$ cat src/tap_pkg.sv
// Constants, states and carrier types for the test access port controller
package tap_pkg;

    // ------------------------------------------------------------
    // Widths
    // ------------------------------------------------------------
    localparam int IR_W  = 8;               // Instruction stage width
    localparam int BSC_W = 40;              // Boundary cell chain width
    localparam int BCC_W = 11;              // Boundary control chain width

    // ------------------------------------------------------------
    // Reset and capture values
    // ------------------------------------------------------------
    localparam logic [IR_W-1:0]  IR_RESET   = 8'hff;        // Bypass opcode
    localparam logic [IR_W-1:0]  IR_CAPTURE = 8'h81;        // Scan-path check
    localparam logic [BSC_W-1:0] BSC_RESET  = 40'h00_0000_0000;
    localparam logic [BCC_W-1:0] BCC_RESET  = 11'h002;      // Signature, no mask
    localparam logic             BYP_CAPTURE = 1'h0;        // Bypass capture

    // ------------------------------------------------------------
    // Timing
    // ------------------------------------------------------------
    localparam int TLR_MAX_TCK = 5;         // Test-clock cycles back to reset

    // ------------------------------------------------------------
    // Types
    // ------------------------------------------------------------
    typedef enum logic [3:0] {
        TLR, IDLE, SEL_DR, CAP_DR, SHF_DR, EX1_DR, PAU_DR, EX2_DR, UPD_DR,
        SEL_IR, CAP_IR, SHF_IR, EX1_IR, PAU_IR, EX2_IR, UPD_IR
    } tap_state_t;

    // Data register picked for scan
    typedef enum logic [1:0] {
        SEL_BYPASS, SEL_CELLS, SEL_CONTROL
    } dr_sel_t;

    // Decoded instruction
    typedef struct packed {
        logic    test_mode;                 // Normal function inhibited
        logic    run_test;                  // Boundary run test opcode
        dr_sel_t sel;                       // Selected data register
    } decode_t;

    // Word handed to the core on a data update
    typedef struct packed {
        logic             to_control;       // Control chain, else cells
        logic [BSC_W-1:0] data;             // Updated latch contents
    } upd_word_t;

endpackage : tap_pkg

$ cat src/tap_controller.sv
// Test access port controller with instruction and data registers
`timescale 1ns/1ps
// Function
// Sixteen-state machine stepped by mode select
// Six states may hold, ten leave
// Powers up in reset, normal function
// Mode select high five cycles resets
// Instruction resets to all ones, bypass
// Reset clears boundary cell chain
// Reset presets control chain to signature
// Run test only while in idle
// Select states act nothing, leave next
// Capture data on edge leaving capture; the control chain is left unchanged
// Shift enters path, drive least bit
// One shift per rise, not entry cycle
// Exit one releases data out on fall
// Exit may return to shift, no capture
// Pause holds state and register contents
// Data latches update on update fall
// Instruction captures fixed 10000001 pattern
// Instruction latches load on update fall
// Latch per bit except bypass register
// Eight-bit instruction decodes mode and register
// Even parity, bit seven is parity
// Unsupported opcodes behave as bypass
// One register in serial path only
// Sample on rise, outputs on fall
// Chains of forty, eleven, one bits
// Bypass captures logic zero
// Standard controller transition graph
module tap_controller #(
    parameter int BSC_WIDTH = 40,           // Boundary cell chain length
    parameter int BCC_WIDTH = 11            // Control chain length
) (
    // Clock and reset
    input  wire logic                         clock,
    input  wire logic                         rst_n,
    // Test port pins
    input  wire logic                         tck,
    input  wire logic                         tms,
    input  wire logic                         tdi,
    output logic                              tdo,
    output logic                              tdo_oe_n,
    // Core side
    input  wire logic [tap_pkg::BSC_W-1:0]    cell_capture,
    output logic [tap_pkg::IR_W-1:0]          instruction,
    output logic                              test_mode,
    output logic                              run_test,
    output logic [tap_pkg::BSC_W-1:0]         cell_latch,
    output logic [tap_pkg::BCC_W-1:0]         control_latch,
    // Update word stream
    output logic                              upd_valid,
    input  wire logic                         upd_ready,
    output tap_pkg::upd_word_t                upd_word
);

    // ------------------------------------------------------------
    // Parameter check
    // ------------------------------------------------------------
    if (BSC_WIDTH != tap_pkg::BSC_W || BCC_WIDTH != tap_pkg::BCC_W)
    begin : g_bad_width
        $error("chain widths must match the package");
    end

    // ------------------------------------------------------------
    // State
    // ------------------------------------------------------------
    typedef struct packed {
        logic [1:0]                tck_s;     // Clock synchroniser
        logic [1:0]                tms_s;     // Mode synchroniser
        logic [1:0]                tdi_s;     // Data synchroniser
        logic                      tck_p;     // Previous synced clock
        tap_pkg::tap_state_t       st;        // Controller state
        logic [tap_pkg::IR_W-1:0]  ir_sh;     // Instruction shift stage
        logic [tap_pkg::IR_W-1:0]  ir;        // Instruction latches
        tap_pkg::decode_t          dec;       // Decoded instruction
        logic [tap_pkg::BSC_W-1:0] bsc_sh;    // Cell chain shift stage
        logic [tap_pkg::BSC_W-1:0] bsc;       // Cell chain latches
        logic [tap_pkg::BCC_W-1:0] bcc_sh;    // Control shift stage
        logic [tap_pkg::BCC_W-1:0] bcc;       // Control latches
        logic                      byp;       // Bypass stage, no latch
        logic                      tdo;       // Data out level
        logic                      oe_n;      // Data out enable, low drives
        logic                      run;       // Run test active
        logic                      pend;      // Update word awaits room
        tap_pkg::upd_word_t        pend_w;    // Waiting update word
        logic [1:0]                bv;        // Buffer entry valid
        tap_pkg::upd_word_t [1:0]  be;        // Buffer entries
    } state_t;

    state_t s_q;                              // Registered state
    state_t s_d;                              // Next state

    // ------------------------------------------------------------
    // Instruction decode
    // ------------------------------------------------------------
    function automatic tap_pkg::decode_t decode(
        input logic [tap_pkg::IR_W-1:0] op
    );
        tap_pkg::decode_t r;
        r = '{test_mode: 1'b0, run_test: 1'b0, sel: tap_pkg::SEL_BYPASS};
        // Parity bit 7 is part of each code; wrong parity is bypass
        case (op)
            8'h00, 8'h03, 8'h8b:                   // Cells, test
            begin
                r.sel       = tap_pkg::SEL_CELLS;
                r.test_mode = 1'b1;
            end
            8'h82, 8'h0a, 8'h0c:                   // Cells, normal
                r.sel = tap_pkg::SEL_CELLS;
            8'h06, 8'h87, 8'h8d:                   // Bypass, test
                r.test_mode = 1'b1;
            8'h09:                                 // Boundary run test
            begin
                r.test_mode = 1'b1;
                r.run_test  = 1'b1;
            end
            8'h8e:                                 // Control, normal
                r.sel = tap_pkg::SEL_CONTROL;
            8'h0f:                                 // Control, test
            begin
                r.sel       = tap_pkg::SEL_CONTROL;
                r.test_mode = 1'b1;
            end
            default:
                r.sel = tap_pkg::SEL_BYPASS;
        endcase
        return r;
    endfunction : decode

    // ------------------------------------------------------------
    // Controller transition
    // ------------------------------------------------------------
    function automatic tap_pkg::tap_state_t next_st(
        input tap_pkg::tap_state_t c,
        input logic                m
    );
        tap_pkg::tap_state_t n;
        n = tap_pkg::TLR;
        case (c)
            tap_pkg::TLR:    n = m ? tap_pkg::TLR    : tap_pkg::IDLE;
            tap_pkg::IDLE:   n = m ? tap_pkg::SEL_DR : tap_pkg::IDLE;
            tap_pkg::SEL_DR: n = m ? tap_pkg::SEL_IR : tap_pkg::CAP_DR;
            tap_pkg::CAP_DR: n = m ? tap_pkg::EX1_DR : tap_pkg::SHF_DR;
            tap_pkg::SHF_DR: n = m ? tap_pkg::EX1_DR : tap_pkg::SHF_DR;
            tap_pkg::EX1_DR: n = m ? tap_pkg::UPD_DR : tap_pkg::PAU_DR;
            tap_pkg::PAU_DR: n = m ? tap_pkg::EX2_DR : tap_pkg::PAU_DR;
            tap_pkg::EX2_DR: n = m ? tap_pkg::UPD_DR : tap_pkg::SHF_DR;
            tap_pkg::UPD_DR: n = m ? tap_pkg::SEL_DR : tap_pkg::IDLE;
            tap_pkg::SEL_IR: n = m ? tap_pkg::TLR    : tap_pkg::CAP_IR;
            tap_pkg::CAP_IR: n = m ? tap_pkg::EX1_IR : tap_pkg::SHF_IR;
            tap_pkg::SHF_IR: n = m ? tap_pkg::EX1_IR : tap_pkg::SHF_IR;
            tap_pkg::EX1_IR: n = m ? tap_pkg::UPD_IR : tap_pkg::PAU_IR;
            tap_pkg::PAU_IR: n = m ? tap_pkg::EX2_IR : tap_pkg::PAU_IR;
            tap_pkg::EX2_IR: n = m ? tap_pkg::UPD_IR : tap_pkg::SHF_IR;
            tap_pkg::UPD_IR: n = m ? tap_pkg::SEL_DR : tap_pkg::IDLE;
            default:         n = tap_pkg::TLR;
        endcase
        return n;
    endfunction : next_st

    // ------------------------------------------------------------
    // Edge detection on synced test clock
    // ------------------------------------------------------------
    logic rise;                               // Test clock rose
    logic fall;                               // Test clock fell
    logic stall;                              // Update word waits to be pushed
    logic tms_i;                              // Synced mode select
    logic tdi_i;                              // Synced data in
    logic in_ready;                           // Buffer accepts a word
    logic pop;                                // Buffer head taken

    assign stall    = s_q.pend;
    assign rise     = s_q.tck_s[1] & ~s_q.tck_p & ~stall;
    assign fall     = ~s_q.tck_s[1] & s_q.tck_p & ~stall;
    assign tms_i    = s_q.tms_s[1];
    assign tdi_i    = s_q.tdi_s[1];
    assign in_ready = ~s_q.bv[1];
    assign pop      = s_q.bv[0] & upd_ready;

    // ------------------------------------------------------------
    // Next-state logic
    // ------------------------------------------------------------
    always_comb
    begin
        s_d = s_q;
        // Two-flop synchronisers; only the second stage is read
        s_d.tck_s = {s_q.tck_s[0], tck};
        s_d.tms_s = {s_q.tms_s[0], tms};
        s_d.tdi_s = {s_q.tdi_s[0], tdi};
        // Edges seen while stalled are replayed after the push
        if (!stall)
        begin
            s_d.tck_p = s_q.tck_s[1];
        end

        // Rising edge: capture, shift, step the controller
        if (rise)
        begin
            case (s_q.st)
                tap_pkg::CAP_DR:
                begin
                    case (s_q.dec.sel)
                        tap_pkg::SEL_CELLS:
                            s_d.bsc_sh = cell_capture;
                        tap_pkg::SEL_CONTROL:
                            s_d.bcc_sh = s_q.bcc_sh;       // Left unchanged
                        default:
                            s_d.byp = tap_pkg::BYP_CAPTURE;
                    endcase
                end
                tap_pkg::SHF_DR:
                begin
                    case (s_q.dec.sel)
                        tap_pkg::SEL_CELLS:
                            s_d.bsc_sh = {tdi_i, s_q.bsc_sh[tap_pkg::BSC_W-1:1]};
                        tap_pkg::SEL_CONTROL:
                            s_d.bcc_sh = {tdi_i, s_q.bcc_sh[tap_pkg::BCC_W-1:1]};
                        default:
                            s_d.byp = tdi_i;
                    endcase
                end
                tap_pkg::CAP_IR:
                    s_d.ir_sh = tap_pkg::IR_CAPTURE;
                tap_pkg::SHF_IR:
                    s_d.ir_sh = {tdi_i, s_q.ir_sh[tap_pkg::IR_W-1:1]};
                default:
                    s_d.ir_sh = s_q.ir_sh;
            endcase
            s_d.st = next_st(s_q.st, tms_i);
        end

        // Falling edge: data out, updates
        if (fall)
        begin
            case (s_q.st)
                tap_pkg::SHF_DR:
                begin
                    s_d.oe_n = 1'b0;
                    case (s_q.dec.sel)
                        tap_pkg::SEL_CELLS:   s_d.tdo = s_q.bsc_sh[0];
                        tap_pkg::SEL_CONTROL: s_d.tdo = s_q.bcc_sh[0];
                        default:              s_d.tdo = s_q.byp;
                    endcase
                end
                tap_pkg::SHF_IR:
                begin
                    s_d.oe_n = 1'b0;
                    s_d.tdo  = s_q.ir_sh[0];
                end
                tap_pkg::UPD_DR:
                begin
                    s_d.oe_n = 1'b1;
                    if (s_q.dec.sel == tap_pkg::SEL_CELLS)
                    begin
                        s_d.bsc          = s_q.bsc_sh;
                        s_d.pend         = 1'b1;
                        s_d.pend_w.to_control = 1'b0;
                        s_d.pend_w.data  = s_q.bsc_sh;
                    end
                    else if (s_q.dec.sel == tap_pkg::SEL_CONTROL)
                    begin
                        s_d.bcc          = s_q.bcc_sh;
                        s_d.pend         = 1'b1;
                        s_d.pend_w.to_control = 1'b1;
                        s_d.pend_w.data  = {{(tap_pkg::BSC_W-tap_pkg::BCC_W){1'b0}},
                                            s_q.bcc_sh};
                    end
                end
                tap_pkg::UPD_IR:
                begin
                    s_d.oe_n = 1'b1;
                    s_d.ir   = s_q.ir_sh;
                    s_d.dec  = decode(s_q.ir_sh);
                end
                default:
                    s_d.oe_n = 1'b1;
            endcase
        end

        // Test-logic reset holds every test register except the bypass stage at its reset value
        if (s_q.st == tap_pkg::TLR)
        begin
            s_d.ir     = tap_pkg::IR_RESET;
            s_d.ir_sh  = tap_pkg::IR_RESET;
            s_d.dec    = decode(tap_pkg::IR_RESET);
            s_d.bsc    = tap_pkg::BSC_RESET;
            s_d.bsc_sh = tap_pkg::BSC_RESET;
            s_d.bcc    = tap_pkg::BCC_RESET;
            s_d.bcc_sh = tap_pkg::BCC_RESET;
            s_d.oe_n   = 1'b1;
        end

        // Run test only while idle under the run-test opcode
        s_d.run = s_q.dec.run_test && (s_q.st == tap_pkg::IDLE);

        // Two-entry buffer: pop shifts the tail forward
        if (pop)
        begin
            s_d.be[0] = s_q.be[1];
            s_d.bv    = {1'b0, s_q.bv[1]};
        end
        // Push waiting word into the first free slot
        if (s_q.pend && (in_ready || pop))
        begin
            s_d.pend = 1'b0;
            if (!s_d.bv[0])
            begin
                s_d.be[0] = s_q.pend_w;
                s_d.bv[0] = 1'b1;
            end
            else
            begin
                s_d.be[1] = s_q.pend_w;
                s_d.bv[1] = 1'b1;
            end
        end
    end

    // ------------------------------------------------------------
    // State register
    // ------------------------------------------------------------
    always_ff @(posedge clock)
    begin
        if (!rst_n)
        begin
            s_q        <= '0;
            s_q.tck_s  <= 2'h0;
            s_q.tms_s  <= 2'h3;
            s_q.tdi_s  <= 2'h3;
            s_q.st     <= tap_pkg::TLR;
            s_q.ir     <= tap_pkg::IR_RESET;
            s_q.ir_sh  <= tap_pkg::IR_RESET;
            s_q.dec    <= '{test_mode: 1'b0, run_test: 1'b0,
                            sel: tap_pkg::SEL_BYPASS};
            s_q.bsc    <= tap_pkg::BSC_RESET;
            s_q.bsc_sh <= tap_pkg::BSC_RESET;
            s_q.bcc    <= tap_pkg::BCC_RESET;
            s_q.bcc_sh <= tap_pkg::BCC_RESET;
            s_q.oe_n   <= 1'b1;
        end
        else
        begin
            s_q <= s_d;
        end
    end

    // ------------------------------------------------------------
    // Outputs, all from flip-flops
    // ------------------------------------------------------------
    assign tdo           = s_q.tdo;
    assign tdo_oe_n      = s_q.oe_n;
    assign instruction   = s_q.ir;
    assign test_mode     = s_q.dec.test_mode;
    assign run_test      = s_q.run;
    assign cell_latch    = s_q.bsc;
    assign control_latch = s_q.bcc;
    assign upd_valid     = s_q.bv[0];
    assign upd_word      = s_q.be[0];

    logic [2:0] tms_run;                      // Rises with mode select high
    always_ff @(posedge clock)
    begin
        if (!rst_n)
            tms_run <= 3'h0;
        else if (rise)
            tms_run <= !tms_i ? 3'h0 : (tms_run == 3'h5 ? 3'h5 : tms_run + 3'h1);
    end
endmodule : tap_controller

$ cat config.mk
export PLATFORM = sky130hd
export DESIGN_NAME = tap_controller
export DESIGN_NICKNAME = d
export VERILOG_FILES = /design/src/tap_pkg.sv /design/src/tap_controller.sv
export SDC_FILE = /design/constraint.sdc
export NUM_CORES = 1
export LEC_CHECK = 0
export BUFFER_PORTS_ARGS = -buffer_cell sky130_fd_sc_hd__buf_2
export CAP_MARGIN = 0
export CORE_MARGIN = 4
export CORE_UTILIZATION = 35
export CTS_CLUSTER_SIZE = 40
export DETAILED_ROUTE_END_ITERATION = 12
export GPL_ROUTABILITY_DRIVEN = 0
export SYNTH_ARGS = -nofsm -noshare
export SYNTH_HDL_FRONTEND = slang
export SYNTH_SLANG_ARGS = --single-unit
$ cat constraint.sdc
create_clock -name clock -period 2.55 [get_ports clock]
set_input_delay 0 -clock clock [delete_from_list [all_inputs] [get_ports clock]]
set_output_delay 0 -clock clock [all_outputs]
set_load 0.02 [all_outputs]
==> flow_summary.rst, run 1 <==
.. list-table::
   :header-rows: 1

   * - Metric
     - Value
   * - Result of the run
     - complete, no violations
   * - Reg-to-reg setup timing slack
     - 0.40 ns
   * - DPL Wire Length
     - 19,920 um
   * - Count of endpoints failing hold in the final timing report
     - 0
   * - Critical path class
     - flip-flop to flip-flop
   * - CP startpoint kind
     - flip-flop
   * - Post-CTS clock slew at the launch and capture registers of the worst setup and hold paths
     - 0.06 ns
   * - Fillers
     - 3,312
   * - Floorplan row count
     - 66
   * - Vias per Instance
     - 4.960
   * - Vias in the first global route
     - 8,872
   * - Clock insertion delay at the later pin of the skew report
     - 0.54 ns
   * - Remaining antenna violation count after routing
     - 0
   * - Standard cell core area
     - 32,540 um2
   * - Crit path setup slack, layout
     - 0.3962 ns
   * - Die height
     - 189.8 um
   * - Effective utilization at floorplan
     - 35.54%
   * - Count of unique library cells instantiated by Yosys
     - 54
   * - Remaining global-route overflow
     - 0
   * - Critical path capture point
     - s_q[211]
   * - Beginning of the critical path
     - s_q[253]
   * - Global-route wire length before repair
     - 48,700 um
   * - Resized cells post-CTS
     - 0
   * - Total power
     - 8.505 mW
   * - Adder-cell area share of the yosys netlist
     - 0.2164%
   * - Post-Synth XOR/XNOR Area
     - 0.3787%
   * - Htree depth
     - 1
   * - Setup TNS
     - 0 ns
   * - Proportion of total power due to net switching
     - 20.82%
   * - Sequence of cells on the critical path
     - or3b_1 -> a2111oi_4 -> buf_12 -> nor2_1 -> a211oi_1
   * - Multiplexer share of the synthesized area
     - 6.405%
   * - Async S/R FF share, synth
     - 0%
   * - Arr. time, crit path
     - 2.60 ns
   * - Power Internal
     - 6.735 mW
   * - Post-synth EDFFs
     - 0
   * - Sink count of the clock tree
     - 263
   * - Sequential cell area fraction in the yosys report
     - 45.53%
   * - Leak Pwr
     - 5.864 nW
   * - Number of endpoints failing setup at the final stage
     - 0
   * - Final critical path time including I/O delays and setup
     - 2.154 ns
   * - Max-cap violation count
     - 0
   * - Final wirelength
     - 30,310 um
   * - Worst reg2reg path depth
     - 5
   * - Dominant combinational cell family by area after synthesis
     - simple AND/OR/NAND/NOR gates
   * - Number of flip-flops and latches in the synthesized netlist
     - 263
   * - Synthesized Nets
     - 1,405
   * - Count of buffers inserted at the top-level ports
     - 150
   * - N_diodes
     - 0
   * - Number of iterations in the first detailed-routing pass
     - 6
   * - Logic pwr share
     - 2.9%
   * - Top-level port count
     - 151
   * - Startpoint of the worst-slack reg-to-reg timing path
     - s_q[253]
   * - CTS buffer count
     - 29
   * - Number of hold buffers added after CTS
     - 47
   * - Simple-gate area share of the yosys netlist
     - 19.79%
   * - Global router's overall resource usage
     - 16.37%
   * - Part of the power in the clock network
     - 48.7%
   * - Post-route DRC
     - 0
   * - Biggest cell delay along the critical path
     - 0.48 ns
   * - Per-cell routed wire length
     - 16.30 um
   * - Number of antenna violations at the first check in global routing
     - 0
   * - Peak supply drop
     - 0.0004382 V
   * - Cell chosen for the clock root
     - sky130_fd_sc_hd__clkbuf_16
   * - CTS tree
     - done
   * - Average size of a mapped cell
     - 8.522 um2
   * - Die footprint
     - 36,010 um2
   * - Max Buffers Root-to-Sink
     - 3
   * - Share of post-route cells with drive strength above 1
     - 16.57%
   * - Cells after DPL
     - 1,762
   * - Number of cells on the worst hold path
     - 4
   * - Crit path max-delay cell type
     - sky130_fd_sc_hd__dfxtp_1
   * - Final standard cell count with taps included and fillers excluded
     - 1,860
   * - Post-CTS setup buffer count
     - 0
   * - Number of warnings issued by yosys
     - 0
   * - Setup repair after global routing missed its margin
     - false
   * - Vias
     - 9,226
   * - Power density normalized to cell area
     - 632.8 nW/um2
   * - Tightest Pin Transition
     - 0.6952 ns
   * - Sequential cell fraction of total power
     - 48.5%
   * - Maximum net fanout on the critical path
     - 80
   * - Path class of the lowest-slack min-delay path
     - primary input to flip-flop
   * - Area added between synthesis and finish
     - 16.21%
   * - Worst endpoint required time
     - 3.00 ns
   * - Syn Inst Count
     - 1,357
   * - Reg2Reg Capture Point
     - s_q[211]
   * - Fraction of the mapped netlist area in compound gates
     - 17.04%
   * - Highest Clock Rate
     - 0.4643 GHz
   * - Pre-CTS setup slack
     - 0.4031 ns
   * - First-iteration detailed-routing DRC count
     - 694
   * - Final #Nets
     - 1,446
   * - Final period util
     - 84.46%
   * - Final max-slew violation count
     - 0
   * - Pin count of the biggest net entering global routing
     - 81
   * - Endpoint class of the critical path
     - flip-flop
   * - Net switching power
     - 1.770 mW
   * - Headroom to the max-slew limit
     - 53.65%
   * - Primary flip-flop cell chosen by synthesis mapping
     - sky130_fd_sc_hd__dfxtp_1
   * - Post-Syn Area
     - 11,560 um2
   * - Die X-Extent
     - 189.8 um
   * - Hold Worst Slack
     - 0.1283 ns
   * - Setup clock skew after layout
     - 0.01076 ns
==> kinds of logic (layout without fill, tap and decap cells) <==
group	after synthesis	in the layout
DFF	263	263
and+or+nand+nor	521	521
muxes	74	74
xor gates and xnor gates	5	5
AOI/OAI and AO/OA	267	267
adders and majority gates	2	2
buffers and inverters	225	286
==> critical path: cells and delay by family, from the launching register on <==
kind,cells,cell delay (ns)
AO/OA/AOI/OAI,2,0.65
AND/OR/NAND/NOR,2,0.55
flip-flops,1,0.48
buffers and inverters,1,0.34
==> layout make-up <==
cell class	count	area, um2	share of cell area (%)
Timing Repair Buffer	226	1529	11.38
Sequential cell	263	5266	39.19
Tap cell	442	553.0	4.115
Clock buffer	48	907.1	6.750
Multi-Input combinational cell	869	5106	37.99
Inverter	9	33.78	0.2514
Clock inverter	3	43.79	0.3259
==> registers in the layout, indices dropped and copies added, names as in the netlist, 3 cells and up <==
name,count
cell_latch,40
control_latch,11
instruction,8
s_d,3
s_q,154
upd_word,41
==> synth_stat cells, drive strengths merged, types with 2 or more instances <==
| master | count | area share, % |
|---|---|---|
| a2111oi | 2 | 0.31 |
| a211oi | 41 | 2.7 |
| a21boi | 73 | 4.7 |
| a21oi | 61 | 2.6 |
| a221oi | 3 | 0.23 |
| a31oi | 2 | 0.11 |
| and2 | 3 | 0.16 |
| and3 | 4 | 0.22 |
| buf | 114 | 7.0 |
| clkbuf | 102 | 3.3 |
| dfxtp | 263 | 46 |
| ha | 2 | 0.22 |
| inv | 9 | 0.29 |
| mux2i | 74 | 6.4 |
| nand2 | 275 | 8.9 |
| nand2b | 5 | 0.27 |
| nand3 | 126 | 5.5 |
| nand4 | 4 | 0.22 |
| nor2 | 70 | 2.3 |
| nor2b | 8 | 0.43 |
| nor3 | 4 | 0.22 |
| nor3b | 4 | 0.26 |
| nor4b | 3 | 0.23 |
| o211a | 54 | 4.7 |
| o21ai | 18 | 0.78 |
| o22ai | 4 | 0.22 |
| o31ai | 2 | 0.13 |
| or3b | 4 | 0.30 |
| or4b | 3 | 0.26 |
| xnor2 | 2 | 0.15 |
| xor2 | 3 | 0.23 |
==> per-layer routing <==
| layer | wire, um | track usage (%) | share of wire (%) | vias to the layer above |
|---|---|---|---|---|
| li1 | - | - | - | 4638 |
| met1 | 15180 | 24.42 | 50 | 4333 |
| met2 | 12780 | 24.10 | 42 | 219 |
| met3 | 1815 | 3.615 | 6.0 | 36 |
| met4 | 533 | 3.923 | 1.8 | 0 |
| met5 | 0 | 0 | 0 | - |
==> worst min path at each step <==
stage               startpoint           end
finish               upd_ready  upd_word[27]
CTS                  upd_ready  upd_word[19]
floorplan                  tdi      s_d[258]
global placement           tms      s_d[260]
detailed placement         tms      s_d[260]
global route         upd_ready  upd_word[19]
==> power by group through the flow <==
stage	sequential, mW	combinational (mW)	clock [mW]
after floorplan	4.21	0.111	0
after global placement	4.21	0.182	0
after detailed placement	4.21	0.183	0
after CTS	4.12	0.241	4.25
after global routing	4.12	0.264	4.41
final	4.12	0.243	4.14
==> per-stage QoR <==
step	util, %	cell area, um2
5_1_grt	41.31	13440
3_3_place_gp	36.94	12020
2_1_floorplan	-	11560
4_1_cts	41.31	13440
6_report	41.31	13440
3_5_place_dp	36.94	12020
==> cells in the final DEF (no fill, tap or decap), types with 3 or more instances in the layout <==
cell                            instances
sky130_fd_sc_hd__nand4_1                4
sky130_fd_sc_hd__a211oi_1              41
sky130_fd_sc_hd__o21ai_0               17
sky130_fd_sc_hd__mux2i_1               74
sky130_fd_sc_hd__a221oi_1               3
sky130_fd_sc_hd__clkbuf_1               8
sky130_fd_sc_hd__inv_1                  9
sky130_fd_sc_hd__nor3b_1                4
sky130_fd_sc_hd__nor4b_1                3
sky130_fd_sc_hd__a21oi_1               61
sky130_fd_sc_hd__o211a_1               54
sky130_fd_sc_hd__a21boi_0              72
sky130_fd_sc_hd__buf_2                149
sky130_fd_sc_hd__o22ai_1                4
sky130_fd_sc_hd__dlygate4sd3_1         47
sky130_fd_sc_hd__and3_1                 4
sky130_fd_sc_hd__and2_1                 3
sky130_fd_sc_hd__buf_12                 7
sky130_fd_sc_hd__nand3_1              125
sky130_fd_sc_hd__buf_4                 23
sky130_fd_sc_hd__xor2_1                 3
sky130_fd_sc_hd__nand2b_1               5
sky130_fd_sc_hd__dfxtp_1              262
sky130_fd_sc_hd__clkbuf_8              11
sky130_fd_sc_hd__nand2_1              275
sky130_fd_sc_hd__nor2_1                70
sky130_fd_sc_hd__nor2b_1                8
sky130_fd_sc_hd__clkbuf_16             29
Power figures use the tool's default switching activity.
==> inputs of run 2 (changes only) <==
Settings changed: ABC_AREA from default to 1.
Clock period 2.55 ns to 2.1 ns, I/O delays scaled along.
==> run 2 against run 1 <==
Core utilization about the same. Global-route usage up 0.63 points. Hold slack better by 0.071 ns. Routed wire length up 0.19%. Critical endpoint is now s_q[230].
==> flow_summary.rst, run 2 <==
.. list-table::
   :header-rows: 1

   * - Metric
     - Value
   * - Result of the run
     - complete, no violations
   * - Per-cell routed wire length
     - 15.77 um (-3.2%)
   * - Floorplan row count
     - 64 (-3.0%)
   * - Max FFs per register
     - 154 (unchanged)
   * - Standard cell core area
     - 30,910 um2 (-5.0%)
   * - Power Internal
     - 7.807 mW (+16%)
   * - Primary flip-flop cell chosen by synthesis mapping
     - sky130_fd_sc_hd__dfxtp_1
   * - Area added between synthesis and finish
     - 15.00%
   * - Die footprint
     - 34,640 um2 (-3.8%)
   * - Number of iterations in the first detailed-routing pass
     - 5 (-1)
   * - Final critical path time including I/O delays and setup
     - 1.897 ns (-0.2571 ns)
   * - Net switching power
     - 2.062 mW (+16%)
   * - Max-cap violation count
     - 0 (unchanged)
   * - Leading cell types by total area after synthesis
     - sky130_fd_sc_hd__dfxtp_1 (47%), sky130_fd_sc_hd__o21ai_0 (9.2%), sky130_fd_sc_hd__nor2_1 (7.5%), sky130_fd_sc_hd__buf_4 (6.8%), sky130_fd_sc_hd__nand2_1 (5.8%)
   * - Final period util
     - 90.32% (+5.9 points)
   * - Htree depth
     - 1 (unchanged)
   * - Library cell occupying the most area in the post-synthesis netlist
     - sky130_fd_sc_hd__dfxtp_1
   * - Share of post-route cells with drive strength above 1
     - 15.62% (-0.95 points)
   * - CTS buffer count
     - 27 (-6.9%)
   * - Clock insertion delay at the later pin of the skew report
     - 0.54 ns (about the same)
   * - Setup TNS
     - 0 ns (unchanged)
   * - Post-CTS clock slew at the launch and capture registers of the worst setup and hold paths
     - 0.06 ns (about the same)
   * - Combined buffer and inverter count along the critical path
     - 1 (unchanged)
   * - Count of unique library cells instantiated by Yosys
     - 31 (-43%)
   * - Register with the most flip-flops
     - s_q
   * - Sequential cell fraction of total power
     - 50.7% (+2.2 points)
   * - Die X-Extent
     - 186.1 um (-1.9%)
   * - Leading post-synthesis cells by instance count
     - sky130_fd_sc_hd__dfxtp_1 (263), sky130_fd_sc_hd__nor2_1 (221), sky130_fd_sc_hd__o21ai_0 (203), sky130_fd_sc_hd__nand2_1 (173), sky130_fd_sc_hd__a21oi_1 (114)
   * - Final wirelength
     - 30,370 um (+0.19%)
   * - Count of endpoints failing hold in the final timing report
     - 0 (unchanged)
   * - Vias per Instance
     - 5.022 (+1.2%)
   * - Global router's overall resource usage
     - 17.01% (+0.63 points)
   * - Part of the power in the clock network
     - 46.3% (-2.4 points)
   * - N_diodes
     - 0 (unchanged)
   * - Maximum net fanout on the critical path
     - 79 (-1.3%)
   * - Share of Yosys cell area claimed by the top area cell type
     - 47.42% (+1.9 points)
   * - Total power
     - 9.869 mW (+16%)
   * - Number of flip-flops and latches in the synthesized netlist
     - 263 (unchanged)
   * - Setup repair after global routing missed its margin
     - false
   * - Headroom to the max-slew limit
     - 67.02% (+13 points)
   * - Vias in the first global route
     - 8,797 (-0.85%)
   * - Leak Pwr
     - 5.150 nW (-12%)
   * - Remaining global-route overflow
     - 0 (unchanged)
   * - Tightest Pin Transition
     - 0.4947 ns (-0.2006 ns)
   * - Sink count of the clock tree
     - 263 (unchanged)
   * - Top-level port count
     - 151 (unchanged)
   * - Peak supply drop
     - 0.0005242 V (+20%)
   * - Crit path setup slack, layout
     - 0.2033 ns (-0.1929 ns)
   * - Cell with the most instances after synthesis
     - sky130_fd_sc_hd__dfxtp_1
   * - Die height
     - 186.1 um (-1.9%)
   * - Final #Nets
     - 1,562 (+8.0%)
   * - Proportion of total power due to net switching
     - 20.89% (+0.077 points)
   * - Post-Syn Area
     - 11,100 um2 (-4.0%)
   * - Vias
     - 9,672 (+4.8%)
   * - Logic pwr share
     - 3.1% (+0.2 points)
   * - Endpoint class of the critical path
     - flip-flop
   * - Synthesized Nets
     - 1,507 (+7.3%)
   * - Most frequent cells in the layout
     - sky130_fd_sc_hd__dfxtp_1 (263), sky130_fd_sc_hd__nor2_1 (220), sky130_fd_sc_hd__o21ai_0 (203)
   * - CTS tree
     - done
   * - Number of cells on the critical path
     - 7 (+2)
   * - Worst reg2reg path depth
     - 7 (+2)
   * - Pre-CTS setup slack
     - 0.2084 ns (-0.1946 ns)
   * - Commonest non-fill, non-tap cell in the layout
     - sky130_fd_sc_hd__dfxtp_1
   * - Average size of a mapped cell
     - 7.610 um2 (-11%)
   * - Global-route wire length before repair
     - 48,180 um (-1.1%)
   * - Effective utilization at floorplan
     - 35.92% (+0.38 points)
   * - Number of antenna violations at the first check in global routing
     - 0 (unchanged)
   * - Worst endpoint required time
     - 2.51 ns (-0.49 ns)
   * - DPL Wire Length
     - 20,540 um (+3.1%)
   * - Gate family responsible for the most delay along the worst path
     - simple AND/OR/NAND/NOR gates
   * - Power density normalized to cell area
     - 772.9 nW/um2 (+22%)
   * - Final max-slew violation count
     - 0 (unchanged)
   * - Count of buffers inserted at the top-level ports
     - 150 (unchanged)
   * - Arr. time, crit path
     - 2.31 ns (-0.29 ns)
   * - Post-route DRC
     - 0 (unchanged)
   * - Pin count of the biggest net entering global routing
     - 81 (unchanged)
   * - Setup clock skew after layout
     - 0.01393 ns (+0.003179 ns)
   * - Critical path class
     - flip-flop to flip-flop
   * - Sequential cell area fraction in the yosys report
     - 47.42% (+1.9 points)
   * - Biggest cell delay along the critical path
     - 0.39 ns (-0.09 ns)
   * - Async S/R FF share, synth
     - 0% (unchanged)
   * - Crit path max-delay cell type
     - sky130_fd_sc_hd__dfxtp_1
   * - CP startpoint kind
     - flip-flop
   * - Post-synth EDFFs
     - 0 (unchanged)
   * - Syn Inst Count
     - 1,459 (+7.5%)
   * - Number of warnings issued by yosys
     - 0 (unchanged)
   * - Remaining antenna violation count after routing
     - 0 (unchanged)
   * - Sequence of cells on the critical path
     - nor2_1 -> nand2_1 -> a21oi_4 -> nand2_2 -> buf_12 -> o21ai_0 -> a21oi_1
   * - Max Buffers Root-to-Sink
     - 3 (unchanged)
   * - Path class of the lowest-slack min-delay path
     - primary input to flip-flop
   * - Highest Clock Rate
     - 0.5272 GHz (+14%)
   * - First-iteration detailed-routing DRC count
     - 829 (+19%)
   * - Number of endpoints failing setup at the final stage
     - 0 (unchanged)
   * - Number of cells on the worst hold path
     - 3 (-1)
   * - Cell chosen for the clock root
     - sky130_fd_sc_hd__clkbuf_16
[run 2: layer usage]
metal,global-route usage (%),wire length [um],vias to the layer above
met1,26.79,15460,4421
met3,2.267,1756,45
met5,0,0,-
met2,24.12,12440,317
li1,-,-,4889
met4,4.722,714,0
[run 2: metrics by stage]
| stage | cells | utilization (%) | instance area, um2 | hold slack (ns) |
|---|---|---|---|---|
| after floorplan | 1459 | - | 11100 | 0.09763 |
| after global placement | 1835 | 37.12 | 11470 | 0.1890 |
| after detailed placement | 1835 | 37.12 | 11470 | 0.1930 |
| after CTS | 1926 | 41.30 | 12770 | 0.1696 |
| after global routing | 1926 | 41.31 | 12770 | 0.2059 |
| final | 1926 | 41.31 | 12770 | 0.1990 |
[run 2: cell type report]
type	count	area (um2)
Clock buffer	37	733.2
Clock inverter	8	97.59
Tap cell	396	495.5
Fill cell	3189	18140
Timing Repair Buffer	224	1496
Multi-Input combinational cell	911	4352
Inverter	87	329.1
Sequential cell	263	5265
[run 2: power by group through the flow]
stage	clock, mW	sequential, mW	combinational, mW
2_1_floorplan	0	5.11	0.141
5_1_grt	4.88	5.00	0.340
4_1_cts	4.70	5.00	0.304
3_3_place_gp	0	5.11	0.240
3_5_place_dp	0	5.11	0.240
6_report	4.56	5.00	0.303
[run 2: cells by family after synthesis]
logic type,after synthesis,synth area share (%)
and+or+nand+nor,472,17.12
AOI/OAI and AO/OA,437,21.78
buffers and inverters,285,13.46
DFF,263,47.42
adders and majority gates,2,0.2253
[run 2: repair_timing]
item                                    4_1_cts  5_1_grt
endpoints found under the setup margin        0       10
endpoints found under the hold margin        51        0
buffers inserted                              0        0
resized for setup                             0        2
hold buffers                                 46        0
[run 2: tightest hold or removal path, stage by stage]
cell	delay, ns
sky130_fd_sc_hd__dlygate4sd3_1	0.52
sky130_fd_sc_hd__buf_2	0.09
sky130_fd_sc_hd__or2_2	0.09
[run 2: final timing paths]
path | startpoint | endpoint | slack (ns)
setup / recovery | s_q[254] | s_q[230] | 0.20
hold / removal | tdi | s_d[258] | 0.20
setup reg to reg | s_q[254] | s_q[230] | 0.20
hold reg to reg | s_d[258] | s_q[258] | 0.42
==> inputs of run 3 (changes only) <==
Settings changed: BUFFER_PORTS_ARGS -buffer_cell sky130_fd_sc_hd__buf_2 to default, DONT_BUFFER_PORTS from default to 1, SKIP_CTS_REPAIR_TIMING from default to 1.
==> run 3 against run 2 <==
Core utilization decreased by 1.7 points. Routed wire length decreased by 0.38%. Via count decreased by 4.7%. Sequential power about the same. Clock skew decreased by 0.0048 ns. Non-clock buffer count decreased by 144. Combinational power decreased by 8.6%.
==> flow_summary.rst, run 3 (same netlist as run 2, synthesis figures left out) <==
.. list-table::
   :header-rows: 1

   * - Metric
     - Value
   * - Result of the run
     - complete, no violations
   * - Commonest non-fill, non-tap cell in the layout
     - sky130_fd_sc_hd__dfxtp_1
   * - Final period util
     - 89.92% (-0.40 points)
   * - Remaining global-route overflow
     - 0 (unchanged)
   * - Multi-input gate area
     - 4352 um2 (unchanged)
   * - Cells after DPL
     - 1,685 (-8.2%)
   * - Maximum net fanout on the critical path
     - 43 (-46%)
   * - Die footprint
     - 34,640 um2 (unchanged)
   * - Count of endpoints failing hold in the final timing report
     - 0 (unchanged)
   * - Htree depth
     - 1 (unchanged)
   * - Setup TNS
     - 0 ns (unchanged)
   * - Flip-flop and latch area
     - 5266 um2 (about the same)
   * - Post-route DRC
     - 0 (unchanged)
   * - Endpoint class of the critical path
     - flip-flop
   * - Leak Pwr
     - 4.511 nW (-12%)
   * - Cell chosen for the clock root
     - sky130_fd_sc_hd__clkbuf_16
   * - Fillers
     - 3,133 (-1.8%)
   * - Share of post-route cells with drive strength above 1
     - 7.045% (-8.6 points)
   * - CTS tree
     - done
   * - Sink count of the clock tree
     - 263 (unchanged)
   * - Global-route wire length before repair
     - 46,310 um (-3.9%)
   * - Setup repair after global routing missed its margin
     - false
   * - Final standard cell count with taps included and fillers excluded
     - 1,788 (-7.2%)
   * - Top-level port count
     - 151 (unchanged)
   * - Worst endpoint required time
     - 2.58 ns (+0.07 ns)
   * - Register with the most flip-flops
     - s_q
   * - Number of endpoints failing setup at the final stage
     - 0 (unchanged)
   * - Critical path class
     - primary input to flip-flop
   * - Post-route design area
     - 12,230 um2 (-4.2%)
   * - Per-cell routed wire length
     - 16.92 um (+7.3%)
   * - Path class of the lowest-slack min-delay path
     - primary input to flip-flop
   * - CP startpoint kind
     - primary input
   * - Effective utilization at floorplan
     - 35.92% (unchanged)
   * - Area added between synthesis and finish
     - 10.18%
   * - CTS buffer count
     - 28 (+3.7%)
   * - Most frequent cells in the layout
     - sky130_fd_sc_hd__dfxtp_1 (262), sky130_fd_sc_hd__nor2_1 (220), sky130_fd_sc_hd__o21ai_0 (203)
   * - Final critical path time including I/O delays and setup
     - 1.888 ns (-0.008448 ns)
   * - Final wirelength
     - 30,250 um (-0.38%)
   * - Vias
     - 9,213 (-4.7%)
   * - Power density normalized to cell area
     - 861.6 nW/um2 (+11%)
   * - Hold Worst Slack
     - 0.3100 ns (+0.1110 ns)
   * - Final max-slew violation count
     - 0 (unchanged)
   * - Highest Clock Rate
     - 0.5296 GHz (+0.45%)
   * - DPL Wire Length
     - 20,080 um (-2.2%)
   * - Max-cap violation count
     - 0 (unchanged)
   * - First-iteration detailed-routing DRC count
     - 654 (-21%)
   * - Arr. time, crit path
     - 2.37 ns (+0.06 ns)
   * - Vias per Instance
     - 5.153 (+2.6%)
   * - Pin count of the biggest net entering global routing
     - 87 (+7.4%)
   * - Post-detailed-placement cell area
     - 10,700 um2 (-6.7%)
   * - Max Buffers Root-to-Sink
     - 3 (unchanged)
   * - Vias in the first global route
     - 8,034 (-8.7%)
   * - Count of buffers inserted at the top-level ports
     - 0 (-100%)
   * - Headroom to the max-slew limit
     - 64.23% (-2.8 points)
   * - Setup clock skew after layout
     - 0.009129 ns (-0.004806 ns)
   * - Global router's overall resource usage
     - 16.55% (-0.45 points)
   * - Standard cell core area
     - 30,910 um2 (unchanged)
   * - Peak supply drop
     - 0.0005187 V (-1.0%)
   * - Floorplan row count
     - 64 (unchanged)
   * - Max FFs per register
     - 154 (unchanged)
   * - Remaining antenna violation count after routing
     - 0 (unchanged)
   * - Final #Nets
     - 1,419 (-9.2%)
   * - Number of iterations in the first detailed-routing pass
     - 5 (unchanged)
   * - Die height
     - 186.1 um (unchanged)
   * - Post-CTS clock slew at the launch and capture registers of the worst setup and hold paths
     - 0.06 ns (about the same)
   * - Tightest Pin Transition
     - 0.5365 ns (+0.04187 ns)
   * - Final Core Density
     - 39.58% (-1.7 points)
   * - Clock insertion delay at the later pin of the skew report
     - 0.54 ns (about the same)
   * - Die X-Extent
     - 186.1 um (unchanged)
   * - Number of antenna violations at the first check in global routing
     - 1 (+1)
[run 3: cell count changes in the layout (fill, tap and decap cells not counted), sizes merged]
cell,previous run,this run
diode,0,1
inv,86,84
bufinv,2,5
buf,178,30
clkinv,7,8
dlygate4sd3,46,50
clkbuf,37,40
[run 3: worst paths after layout]
| check | from | end | slack [ns] | depth (start not counted) |
|---|---|---|---|---|
| setup / recovery | upd_ready | s_q[83] | 0.21 | 12 |
| hold reg to reg | s_d[260] | s_q[260] | 0.42 | 1 |
| hold / removal | cell_capture[26] | s_q[218] | 0.31 | 5 |
| setup reg to reg | s_q[254] | s_q[204] | 0.22 | 7 |
[run 3: per-stage QoR]
stage                     worst slack (ns)  power (mW)
after detailed placement            0.2913       5.268
after floorplan                     0.3841       5.251
after CTS                           0.2770       10.53
after global placement              0.3065       5.269
after global routing               0.05598       10.89
final                               0.2117       10.54
[run 3: layer usage]
metal	wire [um]	global-route usage, %	part of all wire (%)
met3	2492	4.671	8.2
met2	12230	22.29	40
met1	14960	25.77	49
met5	0	0	0
met4	567	4.051	1.9
[run 3: report_power, final]
group	switching [mW]	internal [mW]	total, mW
registers	0.00520	5.00	5.00
clock network	1.99	3.27	5.26
logic	0.155	0.122	0.277
[run 3: cell type report]
cell class                      instances  area share, %
Sequential cell                       263          43.05
Multi-Input combinational cell        911          35.57
Timing Repair Buffer                   80          6.607
Clock buffer                           40          6.597
Tap cell                              396          4.050
Inverter                               87          2.670
Clock inverter                         10          1.432
Antenna cell                            1        0.02046
[run 3: critical path, cell delays in order]
cell	delay [ns]
sky130_fd_sc_hd__dlygate4sd3_1	0.60
sky130_fd_sc_hd__buf_12	0.25
sky130_fd_sc_hd__nand2_1	0.10
sky130_fd_sc_hd__nand2_1	0.10
sky130_fd_sc_hd__nand2_1	0.12
sky130_fd_sc_hd__nor2_2	0.19
sky130_fd_sc_hd__inv_1	0.08
sky130_fd_sc_hd__buf_4	0.19
sky130_fd_sc_hd__nand2_1	0.07
sky130_fd_sc_hd__nand2_1	0.05
sky130_fd_sc_hd__dlygate4sd3_1	0.56
sky130_fd_sc_hd__inv_1	0.05
